$ cat src/logic/vcs_pkg.sv
// =============================================================
// Shared constants and carriers of the codec serial port block
package vcs_pkg;

   // =============================================================
   // Register map (byte addresses, one aligned word each)
   localparam logic [7:0] VCS_ADDR_CTRL = 8'h00;
   localparam logic [7:0] VCS_ADDR_CLKDIV = 8'h04;
   localparam logic [7:0] VCS_ADDR_STATUS = 8'h08;
   localparam logic [7:0] VCS_ADDR_DAC = 8'h0c;
   localparam logic [7:0] VCS_ADDR_ADC = 8'h10;
   localparam logic [7:0] VCS_ADDR_CREG0 = 8'h14;
   localparam logic [7:0] VCS_ADDR_CREG3 = 8'h20;

   // Field positions
   localparam int VCS_CTRL_FLAG_BIT = 0;
   localparam int VCS_CTRL_PERIOD_LSB = 8;
   localparam int VCS_DIV_A_LSB = 0;
   localparam int VCS_DIV_B_LSB = 8;

   // Values after reset
   localparam logic [7:0] VCS_PERIOD_RST = 8'h20;
   localparam logic [7:0] VCS_DIV_A_RST = 8'h04;
   localparam logic [7:0] VCS_DIV_B_RST = 8'h02;
   localparam logic [15:0] VCS_CREG_RST = 16'h0000;
   localparam logic [15:0] VCS_SAMPLE_RST = 16'h0000;

   // Bus answers
   localparam logic [1:0] VCS_RESP_OKAY = 2'b00;
   localparam logic [1:0] VCS_RESP_SLVERR = 2'b10;

   // Serial word and address layout
   localparam int VCS_WORD_BITS = 16;
   localparam int VCS_ADDR_BITS = 8;
   localparam int VCS_SLOTS = 8;
   localparam int VCS_CREG_SEL_MSB = 15;

   // Timing: power-on reset output held low after a reset entry
   localparam int VCS_CLK_PERIOD_NS = 100;
   localparam int VCS_POR_HOLD_NS = 1000;
   localparam int VCS_POR_HOLD_CYC =
      (VCS_POR_HOLD_NS + VCS_CLK_PERIOD_NS - 1) / VCS_CLK_PERIOD_NS;

   // AXI4-Lite carriers
   typedef struct packed {
      logic awvalid;
      logic [7:0] awaddr;
      logic wvalid;
      logic [31:0] wdata;
      logic [3:0] wstrb;
      logic bready;
      logic arvalid;
      logic [7:0] araddr;
      logic rready;
   } vcs_axi_req_type;

   typedef struct packed {
      logic awready;
      logic wready;
      logic bvalid;
      logic [1:0] bresp;
      logic arready;
      logic rvalid;
      logic [31:0] rdata;
      logic [1:0] rresp;
   } vcs_axi_rsp_type;

endpackage

$ cat src/logic/vcs_codec_serial_port.sv
`timescale 1ns/1ps
module vcs_codec_serial_port #(
   parameter int DIV_W = 8,
   parameter logic [7:0] TX_ADDR_A = 8'h11, // Arbitrary bus addresses
   parameter logic [7:0] TX_ADDR_B = 8'h22,
   parameter logic [7:0] RX_DATA_A = 8'h31,
   parameter logic [7:0] RX_CTRL_A = 8'h32,
   parameter logic [7:0] RX_DATA_B = 8'h41,
   parameter logic [7:0] RX_CTRL_B = 8'h42,
   parameter logic [2:0] TX_SLOT_A = 3'h1,
   parameter logic [2:0] TX_SLOT_B = 3'h2
) (
   // Clock and reset
   input wire logic aclk,
   input wire logic aresetn,
   // Register bus
   input wire vcs_pkg::vcs_axi_req_type axi_req,
   output vcs_pkg::vcs_axi_rsp_type axi_rsp,
   // Clock pins
   input wire logic crystal_select_pin,
   output logic osc_power_up,
   output logic clk_buffer_enable,
   output logic aux_clock_out_a,
   output logic aux_clock_out_b,
   // Reset pins
   input wire logic reset_input_low,
   output logic power_on_reset_out,
   // Serial mode pins
   input wire logic serial_mode_sel_zero,
   input wire logic multiproc_mode_pin,
   input wire logic serial_mode_reserved_pin,
   // Serial port
   input wire logic serial_bit_clock,
   input wire logic serial_in,
   output logic serial_out,
   output logic serial_out_oe_n,
   input wire logic frame_strobe_i,
   output logic frame_strobe_o,
   output logic frame_strobe_oe_n,
   input wire logic serial_select_line_i,
   output logic serial_select_line_o,
   output logic serial_select_line_oe_n,
   // Analog path selection
   input wire logic external_gain_select,
   output logic preamp_path_sel
);
   import vcs_pkg::*;

   // =============================================================
   // Declarations
   logic [7:0] frame_period_q;
   logic status_flag_q;
   logic [DIV_W-1:0] div_q [2];
   logic [15:0] adc_q;
   logic [15:0] dac_q;
   logic [15:0] creg_q [4];
   logic aw_held_q, w_held_q, bvalid_q, rvalid_q;
   logic [7:0] awaddr_q;
   logic [31:0] wdata_q;
   logic [3:0] wstrb_q;
   logic [1:0] bresp_q, rresp_q;
   logic [31:0] rdata_q;
   logic wr_fire;
   logic rst_pin_q, rst_entry;
   logic [7:0] por_cnt_q;
   logic por_q;
   logic bck_q, bck_rise;
   logic [7:0] gen_cnt_q;
   logic strobe_drv_q, strobe_en, strobe_now, strobe_prev_q, strobe_fall;
   logic sel_inv;
   logic [3:0] bit_cnt_q, cur_bit, nxt_bit;
   logic [2:0] slot_q, cur_slot, nxt_slot, tx_slot;
   logic mp_synced_q, ap_busy_q, ctrl_word_q;
   logic [15:0] isr_q, osr_q, word_in;
   logic [7:0] rxa_q;
   logic mp_tx_q, sel_o_q, sel_oe_n_q;
   logic rx_valid_q, rx_ctrl_q;
   logic [15:0] rx_word_q;
   logic [7:0] tx_addr, rx_data_addr, rx_ctrl_addr;

   // Byte-lane merge, used by every writable register
   function automatic logic [31:0] vcs_merge(input logic [31:0] old, input logic [31:0] nw,
                                            input logic [3:0] strb);
      logic [31:0] res;
      res = old;
      for (int i = 0; i < 4; i++) begin
         if (strb[i]) begin
            res[i*8 +: 8] = nw[i*8 +: 8];
         end
      end
      return res;
   endfunction

   // =============================================================
   // Clock source and analog path pins
   always_ff @(posedge aclk) begin
      if (!aresetn) begin
         osc_power_up <= 1'b0;
         clk_buffer_enable <= 1'b1;
         preamp_path_sel <= 1'b1;
      end else begin
         osc_power_up <= crystal_select_pin;
         clk_buffer_enable <= ~crystal_select_pin;
         preamp_path_sel <= ~external_gain_select;
      end
   end

   // =============================================================
   // Auxiliary clock dividers; a divisor below two acts as two
   // because the output cannot toggle faster than every clock
   logic [1:0] aux_q;
   generate
      for (genvar g = 0; g < 2; g++) begin : g_div
         logic [DIV_W-1:0] cnt_q;
         logic [DIV_W-1:0] lim;
         assign lim = (div_q[g] < DIV_W'(2)) ? DIV_W'(2) : div_q[g];
         always_ff @(posedge aclk) begin
            if (!aresetn) begin
               cnt_q <= '0;
               aux_q[g] <= 1'b0;
            end else begin
               if (cnt_q >= lim - DIV_W'(1)) begin
                  cnt_q <= '0;
               end else begin
                  cnt_q <= cnt_q + DIV_W'(1);
               end
               aux_q[g] <= (cnt_q < (lim >> 1));
            end
         end
      end
   endgenerate
   assign aux_clock_out_a = aux_q[0];
   assign aux_clock_out_b = aux_q[1];

   // =============================================================
   // Reset pin entry and power-on reset output
   assign rst_entry = rst_pin_q & ~reset_input_low;
   always_ff @(posedge aclk) begin
      if (!aresetn) begin
         rst_pin_q <= 1'b1;
         por_cnt_q <= 8'(VCS_POR_HOLD_CYC);
         por_q <= 1'b0;
      end else begin
         rst_pin_q <= reset_input_low;
         if (rst_entry || !reset_input_low) begin
            por_cnt_q <= 8'(VCS_POR_HOLD_CYC);
            por_q <= 1'b0;
         end else if (por_cnt_q != 8'h00) begin
            por_cnt_q <= por_cnt_q - 8'h01;
         end else begin
            por_q <= 1'b1;
         end
      end
   end
   assign power_on_reset_out = por_q;

   // =============================================================
   // Bit clock edge and frame strobe
   assign bck_rise = serial_bit_clock & ~bck_q;
   assign strobe_en = ~multiproc_mode_pin & serial_mode_sel_zero;
   assign strobe_now = strobe_en ? strobe_drv_q : frame_strobe_i;
   assign strobe_fall = bck_rise & strobe_prev_q & ~strobe_now;
   assign frame_strobe_o = strobe_drv_q;
   assign frame_strobe_oe_n = ~strobe_en;

   // Strobe generator: low for one bit time at each frame start
   always_ff @(posedge aclk) begin
      if (!aresetn) begin
         bck_q <= 1'b0;
         gen_cnt_q <= 8'h00;
         strobe_drv_q <= 1'b1;
         strobe_prev_q <= 1'b1;
      end else begin
         bck_q <= serial_bit_clock;
         if (bck_rise) begin
            strobe_prev_q <= strobe_now;
            if (gen_cnt_q >= frame_period_q - 8'h01) begin
               gen_cnt_q <= 8'h00;
            end else begin
               gen_cnt_q <= gen_cnt_q + 8'h01;
            end
            strobe_drv_q <= ~strobe_en | (gen_cnt_q != 8'h00);
         end
      end
   end

   // =============================================================
   // Serial engine slot and bit position
   assign sel_inv = ~serial_select_line_i;
   assign tx_slot = serial_mode_sel_zero ? TX_SLOT_B : TX_SLOT_A;
   assign tx_addr = serial_mode_sel_zero ? TX_ADDR_B : TX_ADDR_A;
   assign rx_data_addr = serial_mode_sel_zero ? RX_DATA_B : RX_DATA_A;
   assign rx_ctrl_addr = serial_mode_sel_zero ? RX_CTRL_B : RX_CTRL_A;
   assign cur_bit = strobe_fall ? 4'h0 : bit_cnt_q;
   assign cur_slot = strobe_fall ? 3'h0 : slot_q;
   assign nxt_bit = cur_bit + 4'h1;
   assign nxt_slot = (cur_bit == 4'hf) ? cur_slot + 3'h1 : cur_slot;
   assign word_in = {isr_q[14:0], serial_in};

   always_ff @(posedge aclk) begin
      if (!aresetn) begin
         bit_cnt_q <= 4'h0;
         slot_q <= 3'h0;
         mp_synced_q <= 1'b0;
         ap_busy_q <= 1'b0;
         ctrl_word_q <= 1'b0;
         isr_q <= 16'h0000;
         osr_q <= 16'h0000;
         rxa_q <= 8'h00;
         mp_tx_q <= 1'b0;
         sel_o_q <= 1'b1;
         sel_oe_n_q <= 1'b1;
         rx_valid_q <= 1'b0;
         rx_ctrl_q <= 1'b0;
         rx_word_q <= 16'h0000;
      end else begin
         rx_valid_q <= 1'b0;
         if (bck_rise) begin
            isr_q <= word_in;
            if (multiproc_mode_pin) begin
               // Time-division mode on the shared bus
               bit_cnt_q <= nxt_bit;
               slot_q <= nxt_slot;
               if (strobe_fall) begin
                  mp_synced_q <= 1'b1;
               end
               if (cur_bit < 4'h8) begin
                  rxa_q <= {sel_inv, rxa_q[7:1]};
               end
               if (cur_bit == 4'hf && cur_slot != tx_slot && (mp_synced_q || strobe_fall)) begin
                  rx_word_q <= word_in;
                  rx_ctrl_q <= (rxa_q == rx_ctrl_addr);
                  rx_valid_q <= (rxa_q == rx_ctrl_addr) | (rxa_q == rx_data_addr);
               end
               mp_tx_q <= (nxt_slot == tx_slot) & (mp_synced_q | strobe_fall);
               if (nxt_slot == tx_slot && nxt_bit == 4'h0) begin
                  osr_q <= adc_q;
               end else begin
                  osr_q <= {osr_q[14:0], 1'b0};
               end
               // Address goes out inverted, LSB first, then the line is released
               if ((nxt_slot == tx_slot) && (mp_synced_q || strobe_fall) && nxt_bit < 4'h8) begin
                  sel_o_q <= ~tx_addr[nxt_bit[2:0]];
                  sel_oe_n_q <= 1'b0;
               end else begin
                  sel_o_q <= 1'b1;
                  sel_oe_n_q <= 1'b1;
               end
               ap_busy_q <= 1'b0;
               ctrl_word_q <= 1'b0;
            end else begin
               // Active/passive mode: strobe fall opens one word each way
               mp_synced_q <= 1'b0;
               mp_tx_q <= 1'b0;
               sel_oe_n_q <= 1'b1;
               if (strobe_fall) begin
                  ap_busy_q <= 1'b1;
                  bit_cnt_q <= 4'h1;
                  osr_q <= adc_q;
                  ctrl_word_q <= sel_inv;
               end else if (ap_busy_q) begin
                  bit_cnt_q <= nxt_bit;
                  osr_q <= {osr_q[14:0], 1'b0};
                  ctrl_word_q <= ctrl_word_q | sel_inv;
                  if (bit_cnt_q == 4'hf) begin
                     ap_busy_q <= 1'b0;
                     rx_word_q <= word_in;
                     rx_ctrl_q <= ctrl_word_q | sel_inv;
                     rx_valid_q <= 1'b1;
                  end
               end else begin
                  ctrl_word_q <= 1'b0;
               end
            end
         end
      end
   end

   // Output pin: in active/passive mode the status flag replaces the sample for control words
   // and while idle with the select line low
   always_comb begin
      if (multiproc_mode_pin) begin
         serial_out = osr_q[15];
         serial_out_oe_n = ~mp_tx_q; // line shared with serial_in
      end else begin
         serial_out_oe_n = 1'b0;
         if (ctrl_word_q || (!ap_busy_q && sel_inv)) begin
            serial_out = status_flag_q;
         end else begin
            serial_out = osr_q[15];
         end
      end
   end
   assign serial_select_line_o = sel_o_q;
   assign serial_select_line_oe_n = sel_oe_n_q;

   // =============================================================
   // Received word store: data register or addressed control register
   always_ff @(posedge aclk) begin
      if (!aresetn || rst_entry) begin
         for (int i = 0; i < 4; i++) begin
            creg_q[i] <= VCS_CREG_RST;
         end
         dac_q <= VCS_SAMPLE_RST;
      end else if (rx_valid_q) begin
         if (rx_ctrl_q) begin
            creg_q[rx_word_q[VCS_CREG_SEL_MSB -: 2]] <= rx_word_q;
         end else begin
            dac_q <= rx_word_q;
         end
      end
   end

   // =============================================================
   // AXI4-Lite write channel: address and data taken in either order
   assign wr_fire = aw_held_q & w_held_q & ~bvalid_q;
   always_ff @(posedge aclk) begin
      if (!aresetn) begin
         aw_held_q <= 1'b0;
         w_held_q <= 1'b0;
         bvalid_q <= 1'b0;
         awaddr_q <= 8'h00;
         wdata_q <= 32'h0000_0000;
         wstrb_q <= 4'h0;
         bresp_q <= VCS_RESP_OKAY;
      end else begin
         if (axi_req.awvalid && !aw_held_q && !bvalid_q) begin
            aw_held_q <= 1'b1;
            awaddr_q <= axi_req.awaddr;
         end
         if (axi_req.wvalid && !w_held_q && !bvalid_q) begin
            w_held_q <= 1'b1;
            wdata_q <= axi_req.wdata;
            wstrb_q <= axi_req.wstrb;
         end
         if (wr_fire) begin
            aw_held_q <= 1'b0;
            w_held_q <= 1'b0;
            bvalid_q <= 1'b1;
            unique case (awaddr_q)
               VCS_ADDR_CTRL, VCS_ADDR_CLKDIV, VCS_ADDR_ADC: bresp_q <= VCS_RESP_OKAY;
               default: bresp_q <= VCS_RESP_SLVERR;
            endcase
         end else if (bvalid_q && axi_req.bready) begin
            bvalid_q <= 1'b0;
         end
      end
   end

   // Writable registers
   always_ff @(posedge aclk) begin
      if (!aresetn) begin
         frame_period_q <= VCS_PERIOD_RST;
         status_flag_q <= 1'b0;
         div_q[0] <= DIV_W'(VCS_DIV_A_RST);
         div_q[1] <= DIV_W'(VCS_DIV_B_RST);
         adc_q <= VCS_SAMPLE_RST;
      end else if (wr_fire) begin
         unique case (awaddr_q)
            VCS_ADDR_CTRL: begin
               logic [31:0] m;
               m = vcs_merge({16'h0000, frame_period_q, 7'h00, status_flag_q}, wdata_q, wstrb_q);
               status_flag_q <= m[VCS_CTRL_FLAG_BIT];
               frame_period_q <= m[VCS_CTRL_PERIOD_LSB +: 8];
            end
            VCS_ADDR_CLKDIV: begin
               logic [31:0] m;
               m = vcs_merge({16'h0000, 8'(div_q[1]), 8'(div_q[0])}, wdata_q, wstrb_q);
               div_q[0] <= DIV_W'(m[VCS_DIV_A_LSB +: 8]);
               div_q[1] <= DIV_W'(m[VCS_DIV_B_LSB +: 8]);
            end
            VCS_ADDR_ADC: begin
               logic [31:0] m;
               m = vcs_merge({16'h0000, adc_q}, wdata_q, wstrb_q);
               adc_q <= m[15:0];
            end
            default: begin
            end
         endcase
      end
   end

   // =============================================================
   // AXI4-Lite read channel, answer one cycle after the address
   always_ff @(posedge aclk) begin
      if (!aresetn) begin
         rvalid_q <= 1'b0;
         rdata_q <= 32'h0000_0000;
         rresp_q <= VCS_RESP_OKAY;
      end else if (axi_req.arvalid && !rvalid_q) begin
         rvalid_q <= 1'b1;
         rresp_q <= VCS_RESP_OKAY;
         if (axi_req.araddr >= VCS_ADDR_CREG0 && axi_req.araddr <= VCS_ADDR_CREG3
             && axi_req.araddr[1:0] == 2'b00) begin
            rdata_q <= {16'h0000, creg_q[2'(8'(axi_req.araddr - VCS_ADDR_CREG0) >> 2)]};
         end else begin
            unique case (axi_req.araddr)
               VCS_ADDR_CTRL: rdata_q <= {16'h0000, frame_period_q, 7'h00, status_flag_q};
               VCS_ADDR_CLKDIV: rdata_q <= {16'h0000, 8'(div_q[1]), 8'(div_q[0])};
               // Status: a high reserved pin means the serial port is out of spec
               VCS_ADDR_STATUS: rdata_q <= {24'h00_0000, serial_mode_reserved_pin,
                  mp_synced_q, ap_busy_q, por_q, crystal_select_pin, external_gain_select,
                  serial_mode_sel_zero, multiproc_mode_pin};
               VCS_ADDR_DAC: rdata_q <= {16'h0000, dac_q};
               VCS_ADDR_ADC: rdata_q <= {16'h0000, adc_q};
               default: begin
                  rdata_q <= 32'h0000_0000;
                  rresp_q <= VCS_RESP_SLVERR;
               end
            endcase
         end
      end else if (rvalid_q && axi_req.rready) begin
         rvalid_q <= 1'b0;
      end
   end

   // Bus answer signals
   always_comb begin
      axi_rsp.awready = ~aw_held_q & ~bvalid_q;
      axi_rsp.wready = ~w_held_q & ~bvalid_q;
      axi_rsp.bvalid = bvalid_q;
      axi_rsp.bresp = bresp_q;
      axi_rsp.arready = ~rvalid_q;
      axi_rsp.rvalid = rvalid_q;
      axi_rsp.rdata = rdata_q;
      axi_rsp.rresp = rresp_q;
   end

endmodule

$ cat config.mk
export PLATFORM = sky130hd
export DESIGN_NAME = vcs_codec_serial_port
export DESIGN_NICKNAME = d
export VERILOG_FILES = /design/src/logic/vcs_pkg.sv /design/src/logic/vcs_codec_serial_port.sv
export SDC_FILE = /design/constraint.sdc
export NUM_CORES = 1
export LEC_CHECK = 0
export BUFFER_PORTS_ARGS = -buffer_cell sky130_fd_sc_hd__buf_2
export CAP_MARGIN = 20
export CORE_MARGIN = 2
export CORE_UTILIZATION = 64
export DETAILED_ROUTE_END_ITERATION = 12
export PLACE_DENSITY = 0.85
export SLEW_MARGIN = 20
export SYNTH_ARGS = -nofsm -noshare
export SYNTH_HDL_FRONTEND = slang
export SYNTH_SLANG_ARGS = --single-unit
export TNS_END_PERCENT = 20
$ cat constraint.sdc
create_clock -name aclk -period 8.87 [get_ports aclk]
set_input_delay 0 -clock aclk [delete_from_list [all_inputs] [get_ports aclk]]
set_output_delay 0 -clock aclk [all_outputs]
set_load 0.005 [all_outputs]
[Word level (Yosys, flattened, before mapping)]
Memory sizes are Yosys's and may differ from the RTL's.
Cells that the tools add are included.
Storage, ports and cells
  input bits: 69
  register bits after elaboration: 219
  word-level logic and storage cells: 253
  output and inout port bits: 53
  memories kept: 2
  RAM bits: 80
Operators by class
  bitwise operators: 32
  mux-type cells: 84
  reductions and logical operators: 55
  add/sub/neg operators: 10
  magnitude comparators: 12
  equal/unequal tests: 15
Memory list
  creg_q: words 4, width 16, rd ports 1, clocked after Yosys merged registers in 0, write ports 4, line vcs_codec_serial_port.sv:56  | logic [15:0] creg_q [4];
  div_q: words 2, width 8, rd ports 2, clocked after Yosys merged registers in 0, write ports 2, line vcs_codec_serial_port.sv:53  | logic [DIV_W-1:0] div_q [2];
Operator list (count)
  $mux W16: 11
  $mux W8: 13
  $pmux W16 S5: 1
  $mux W1: 44
  $sub A8 B1 Y8 const B: 4
  $add A8 B1 Y8 const B: 3
  $ge A8 B8 Y1: 3
  $eq A8 B3 Y1 const B: 2
  $eq A8 B4 Y1 const B: 2
  $eq A8 B5 Y1 const B: 2
  $eq A8 B7 Y1: 2
  $logic_not A8 Y1: 2
  $lt A8 B2 Y1 const B: 2
  $lt A8 B7 Y1: 2
  $mux W4: 4
  $not A1 Y1: 16
  $reduce_bool A8 Y1: 2
  $reduce_or A16 Y1: 1
  $logic_and A1 B1 Y1: 15
  $reduce_and A3 Y1: 5
  $mux W7: 2
  $and A1 B1 Y1: 10
  $mux W2: 5
  $reduce_and A2 Y1: 5
  other kinds (26): 50

[Logic depth before layout (Yosys ltp)]
  word-level depth: 13
  mapped depth: 12
  mapped depth without buffers: 11

[Least setup slack after synthesis]
OpenSTA, ideal clock, no wires.
  path kind: register to register
  from: register bck_q
  to: register sel_o_q, in the netlist serial_select_line_o
  data arrival time: 3.089 ns
  buffers on the path: 1
  path slack: 5.647 ns
  stages on the path, launching flop included: 12
  cell sequence: dfxtp_1 -> nor2b_1 -> clkbuf_1 -> o2111ai_1 -> and2_1 -> ha_1 -> or3_1 -> a21oi_1 -> o21ai_0 -> or4b_2 -> nor4_1 -> a31oi_1
On the way
  longest elaborated chain between the ends: 11
  elaborated cells between the ends (all ways): 20
RTL lines
  start, declared: line vcs_codec_serial_port.sv:67  | logic bck_q, bck_rise;
  start signal, assigned: line vcs_codec_serial_port.sv:174  | bck_q <= serial_bit_clock;
  $not A1 Y1 (*): line vcs_codec_serial_port.sv:159  | assign bck_rise = serial_bit_clock & ~bck_q;
  $and A1 B1 Y1 (*): line vcs_codec_serial_port.sv:159
  branches (longest 9 deep; another with $add A4 B1 Y4)
  end signal, assigned: line vcs_codec_serial_port.sv:243  | sel_o_q <= ~tx_addr[nxt_bit[2:0]];
  end, declared: line vcs_codec_serial_port.sv:76  | logic mp_tx_q, sel_o_q, sel_oe_n_q;
Every way passes the cells marked *. The select of a mux whose other input is x is not followed.
A chain may end at the register's enable or synchronous reset.

[Final worst setup path]
Ends and elaborated chain as after synthesis.

==> results.md <==
- Outcome: finished, final reports clean
- Clock Latency Late Sink: 0.54 ns
- Max-slew violations: 0
- Max Root-Sink Buffers: 3
- Bufs and invs on worst path: 1
- Asr flop ratio synth: 0%
- Critical Path, Cell by Cell: nor2b_2 -> buf_4 -> o2111ai_1 -> and2_1 -> ha_1 -> or3_1 -> a21oi_1 -> o21ai_0 -> or4b_2 -> nor4_1 -> a31oi_1
- CP Launch Type: flop
- Yosys warns: 0
- Gr busiest metal: met2
- Crit Path Max Fanout: 28
- Vias in the first global route: 10554
- Worst EP required: ~9.3 ns
- Total GRT Usage: between 30% and 40%
- DRT iter0 DRCs: 1033
- Fill cell count: ~1400
- Layout area overhead: 14.1%
- Nets: approximately 1600
- CP Capture Type: flop
- Period utilization: 42.4%
- Top cells by instance count after synthesis: nand2_1 (234), dfxtp_1 (201), a21oi_1 (118), nor2_1 (91), edfxtp_1 (80)
- Largest net degree at the start of global routing: between 70 and 80
- Cells after Synth: ~1400
- Top-area cell type share of the netlist area: 30.3%
- DIE AREA: ~0.022 sq mm
- Hold Buf Count CTS: between 50 and 60
- P_leak: 5.90 nW
- Final Critical Period: around 3.8 ns
- Placed Area: about 0.014 sq mm
- Global Route met3 Usage: roughly 4.4%
- Ant diodes: 0
- Grt met2 use: 49.8%
- DRC viols: 0
- Final design instance area without fill: between 0.015 and 0.02 sq mm
- Port buffer count: 85
- Syn avg cell area: 9.36 sq um
- Critical Path AT: 4.15 ns
- Post-CTS setup buffers: 0
- Final Hold Vio Count: 0
- EDFF count, synth: 80
- Max IR drop VDD: 0.129 mV
- Pwr per Cell Area: between 150 and 200 mW/mm^2
- Yosys top cell by area: dfxtp_1
- Synth Flop Type: dfxtp_1
- Final WL: 33.2 mm
- Grt ovf: 0
- Core footprint: approximately 0.02 sq mm
- Register area share after synthesis: roughly half
- GR Layer Usage met1: 39.3%
- Router iterations before antenna repair: 8
- Die H: 148 um
- Setup TNS: 0 ns
- Most frequent cell after synthesis: nand2_1
- Worst Tran Pin Value: between 1 and 1.5 ns
- WL per Instance: between 15 and 20 um
- Ports: around 120
- Post-DP HPWL: about 22 mm
- Post-CTS Resized: 0
- Number of antenna violations at the first check in global routing: 0
- Distinct cells, synth: between 60 and 70
- CTS HTree Levels: 1
- Vias after detailed routing: around 11000
- Initial Util: 65.5%
- Final GP Congestion: between 0.9 and 1
- Global-route wire length before repair: 53.0 mm
- Vias per std cell: between 6 and 7
- Clock Pin Slew Worst Setup and Hold Paths: 0.06 ns
- Critical path's largest stage delay: around 0.73 ns
- Final antenna-violating net count: 0
- Slew Limit Headroom: between 20% and 30%
- Rows: between 50 and 60
- Max-cap violations: 0
- Worst Setup Path Type: flop to flop
- CP top delay family: simple AND/OR/NAND/NOR gates
- Root Buffer: clkbuf_16
- Synthesized flop and latch total: 281
- Mapped Area: 0.0133 sq mm
- Critical path's slowest cell: or4b_2
- Worst hold path type: input pin to flop
- Layout cells sized above 1: about 12%
- Largest cells by area after synthesis: dfxtp_1 (30%), edfxtp_1 (18%), nand2_1 (6.6%)
- Final Setup Violations: 0
- Clock Skews: roughly 0.012 ns
- RSZ-0062 raised after global routing: no
- TritonCTS clock tree: yes
- CTS Sinks: approximately 280
- TritonCTS Buffers: 28
- Die width: ~150 um
- Max Clock Freq: roughly 270 MHz
==> power by group <==
| group | switching [mW] | total [mW] | internal [mW] |
|---|---|---|---|
| clock network | 0.489 | 1.16 | 0.668 |
| registers | 0.0348 | 1.40 | 1.36 |
| logic | 0.134 | 0.230 | 0.0960 |
| total | 0.658 | 2.79 | 2.13 |
==> routing by layer <==
| metal | up-vias | wire length (um) |
|---|---|---|
| met4 | 0 | 1450 |
| met5 | - | 0 |
| met3 | 118 | 3090 |
| met1 | 5170 | 12800 |
| li1 | 5168 | - |
| met2 | 534 | 15800 |
==> per-stage QoR <==
step                      setup slack [ns]  std cells  hold slack, ns  utilization, %  total power [mW]
after floorplan                       5.65       1442          0.0619               -              1.57
after global placement                5.17       1705           0.183            67.6              1.62
after detailed placement              5.10       1705           0.193            67.6              1.63
after CTS                             5.17       1808          0.0282            74.6              2.78
after global routing                  4.89       1809          0.0455            74.7              2.87
final                                 5.11       1809          0.0432            74.7              2.79
==> final cells by class <==
cell class              count  area (sq um)  area share [%]
clock inverters             9          38.8           0.256
flip-flops and latches    281          6430            42.4
repair buffers            148          1030            6.78
multi-input cells        1007          6270            41.4
clock buffers              42           866            5.71
inverters                  52           196            1.30
well taps                 270           338            2.23
==> registers in the layout, summed over array words and instances, names as in the netlist, 2 cells and up <==
signal and flops:
rx_word_q 16, gen_cnt_q 8, g_div.cnt_q 16, rxa_q 8, dac_q 16, wdata_q 16, bit_cnt_q 4, por_cnt_q 8
isr_q 15, osr_q 16, wstrb_q 2, div_q 16, awaddr_q 8, adc_q 16, slot_q 3, rdata_q 16
creg_q 64, frame_period_q 8
==> tightest hold or removal path: stages <==
cell and delay, ns:
buf_2 0.08, or4_4 0.13, a21oi_1 0.09, mux2i_1 0.15, o22ai_1 0.09
==> cells by family after synthesis <==
kind of cell | after synthesis | synth area share [%]
and+or+nand+nor | 565 | 20.4
DFF | 281 | 48.3
AOI/OAI and AO/OA | 280 | 13.5
buffers and inverters | 154 | 5.18
adders and majority gates | 51 | 4.80
xor gates and xnor gates | 46 | 3.03
muxes | 43 | 4.75
other | 1 | 0.0282
==> placed cells by master (no fill, tap or decap), drive strengths merged, types with 21 or more instances in the layout <==
cell,netlist,layout
inv,52,51
dlygate4sd3,0,52
o21ai,69,69
clkbuf,62,42
nor2,91,91
edfxtp,80,80
nor4,22,22
and2,65,65
a21oi,119,119
dfxtp,201,201
nand2,234,234
conb,1,22
and3,26,26
buf,40,96
xor2,21,21
mux2i,26,26
xnor2,25,25
ha,51,51
nand3,45,45
==> path summary, 6_finish.rpt <==
kind	endpoint	from	slack [ns]	depth (start not counted)
setup / recovery	serial_select_line_o	bck_q	5.11	11
hold / removal	rdata_q[0]	axi_req[1]	0.04	5
setup reg to reg	serial_select_line_o	bck_q	5.11	11
hold reg to reg	isr_q[14]	isr_q[14]	0.46	2
Note: power is estimated with default switching activity, not from simulation.
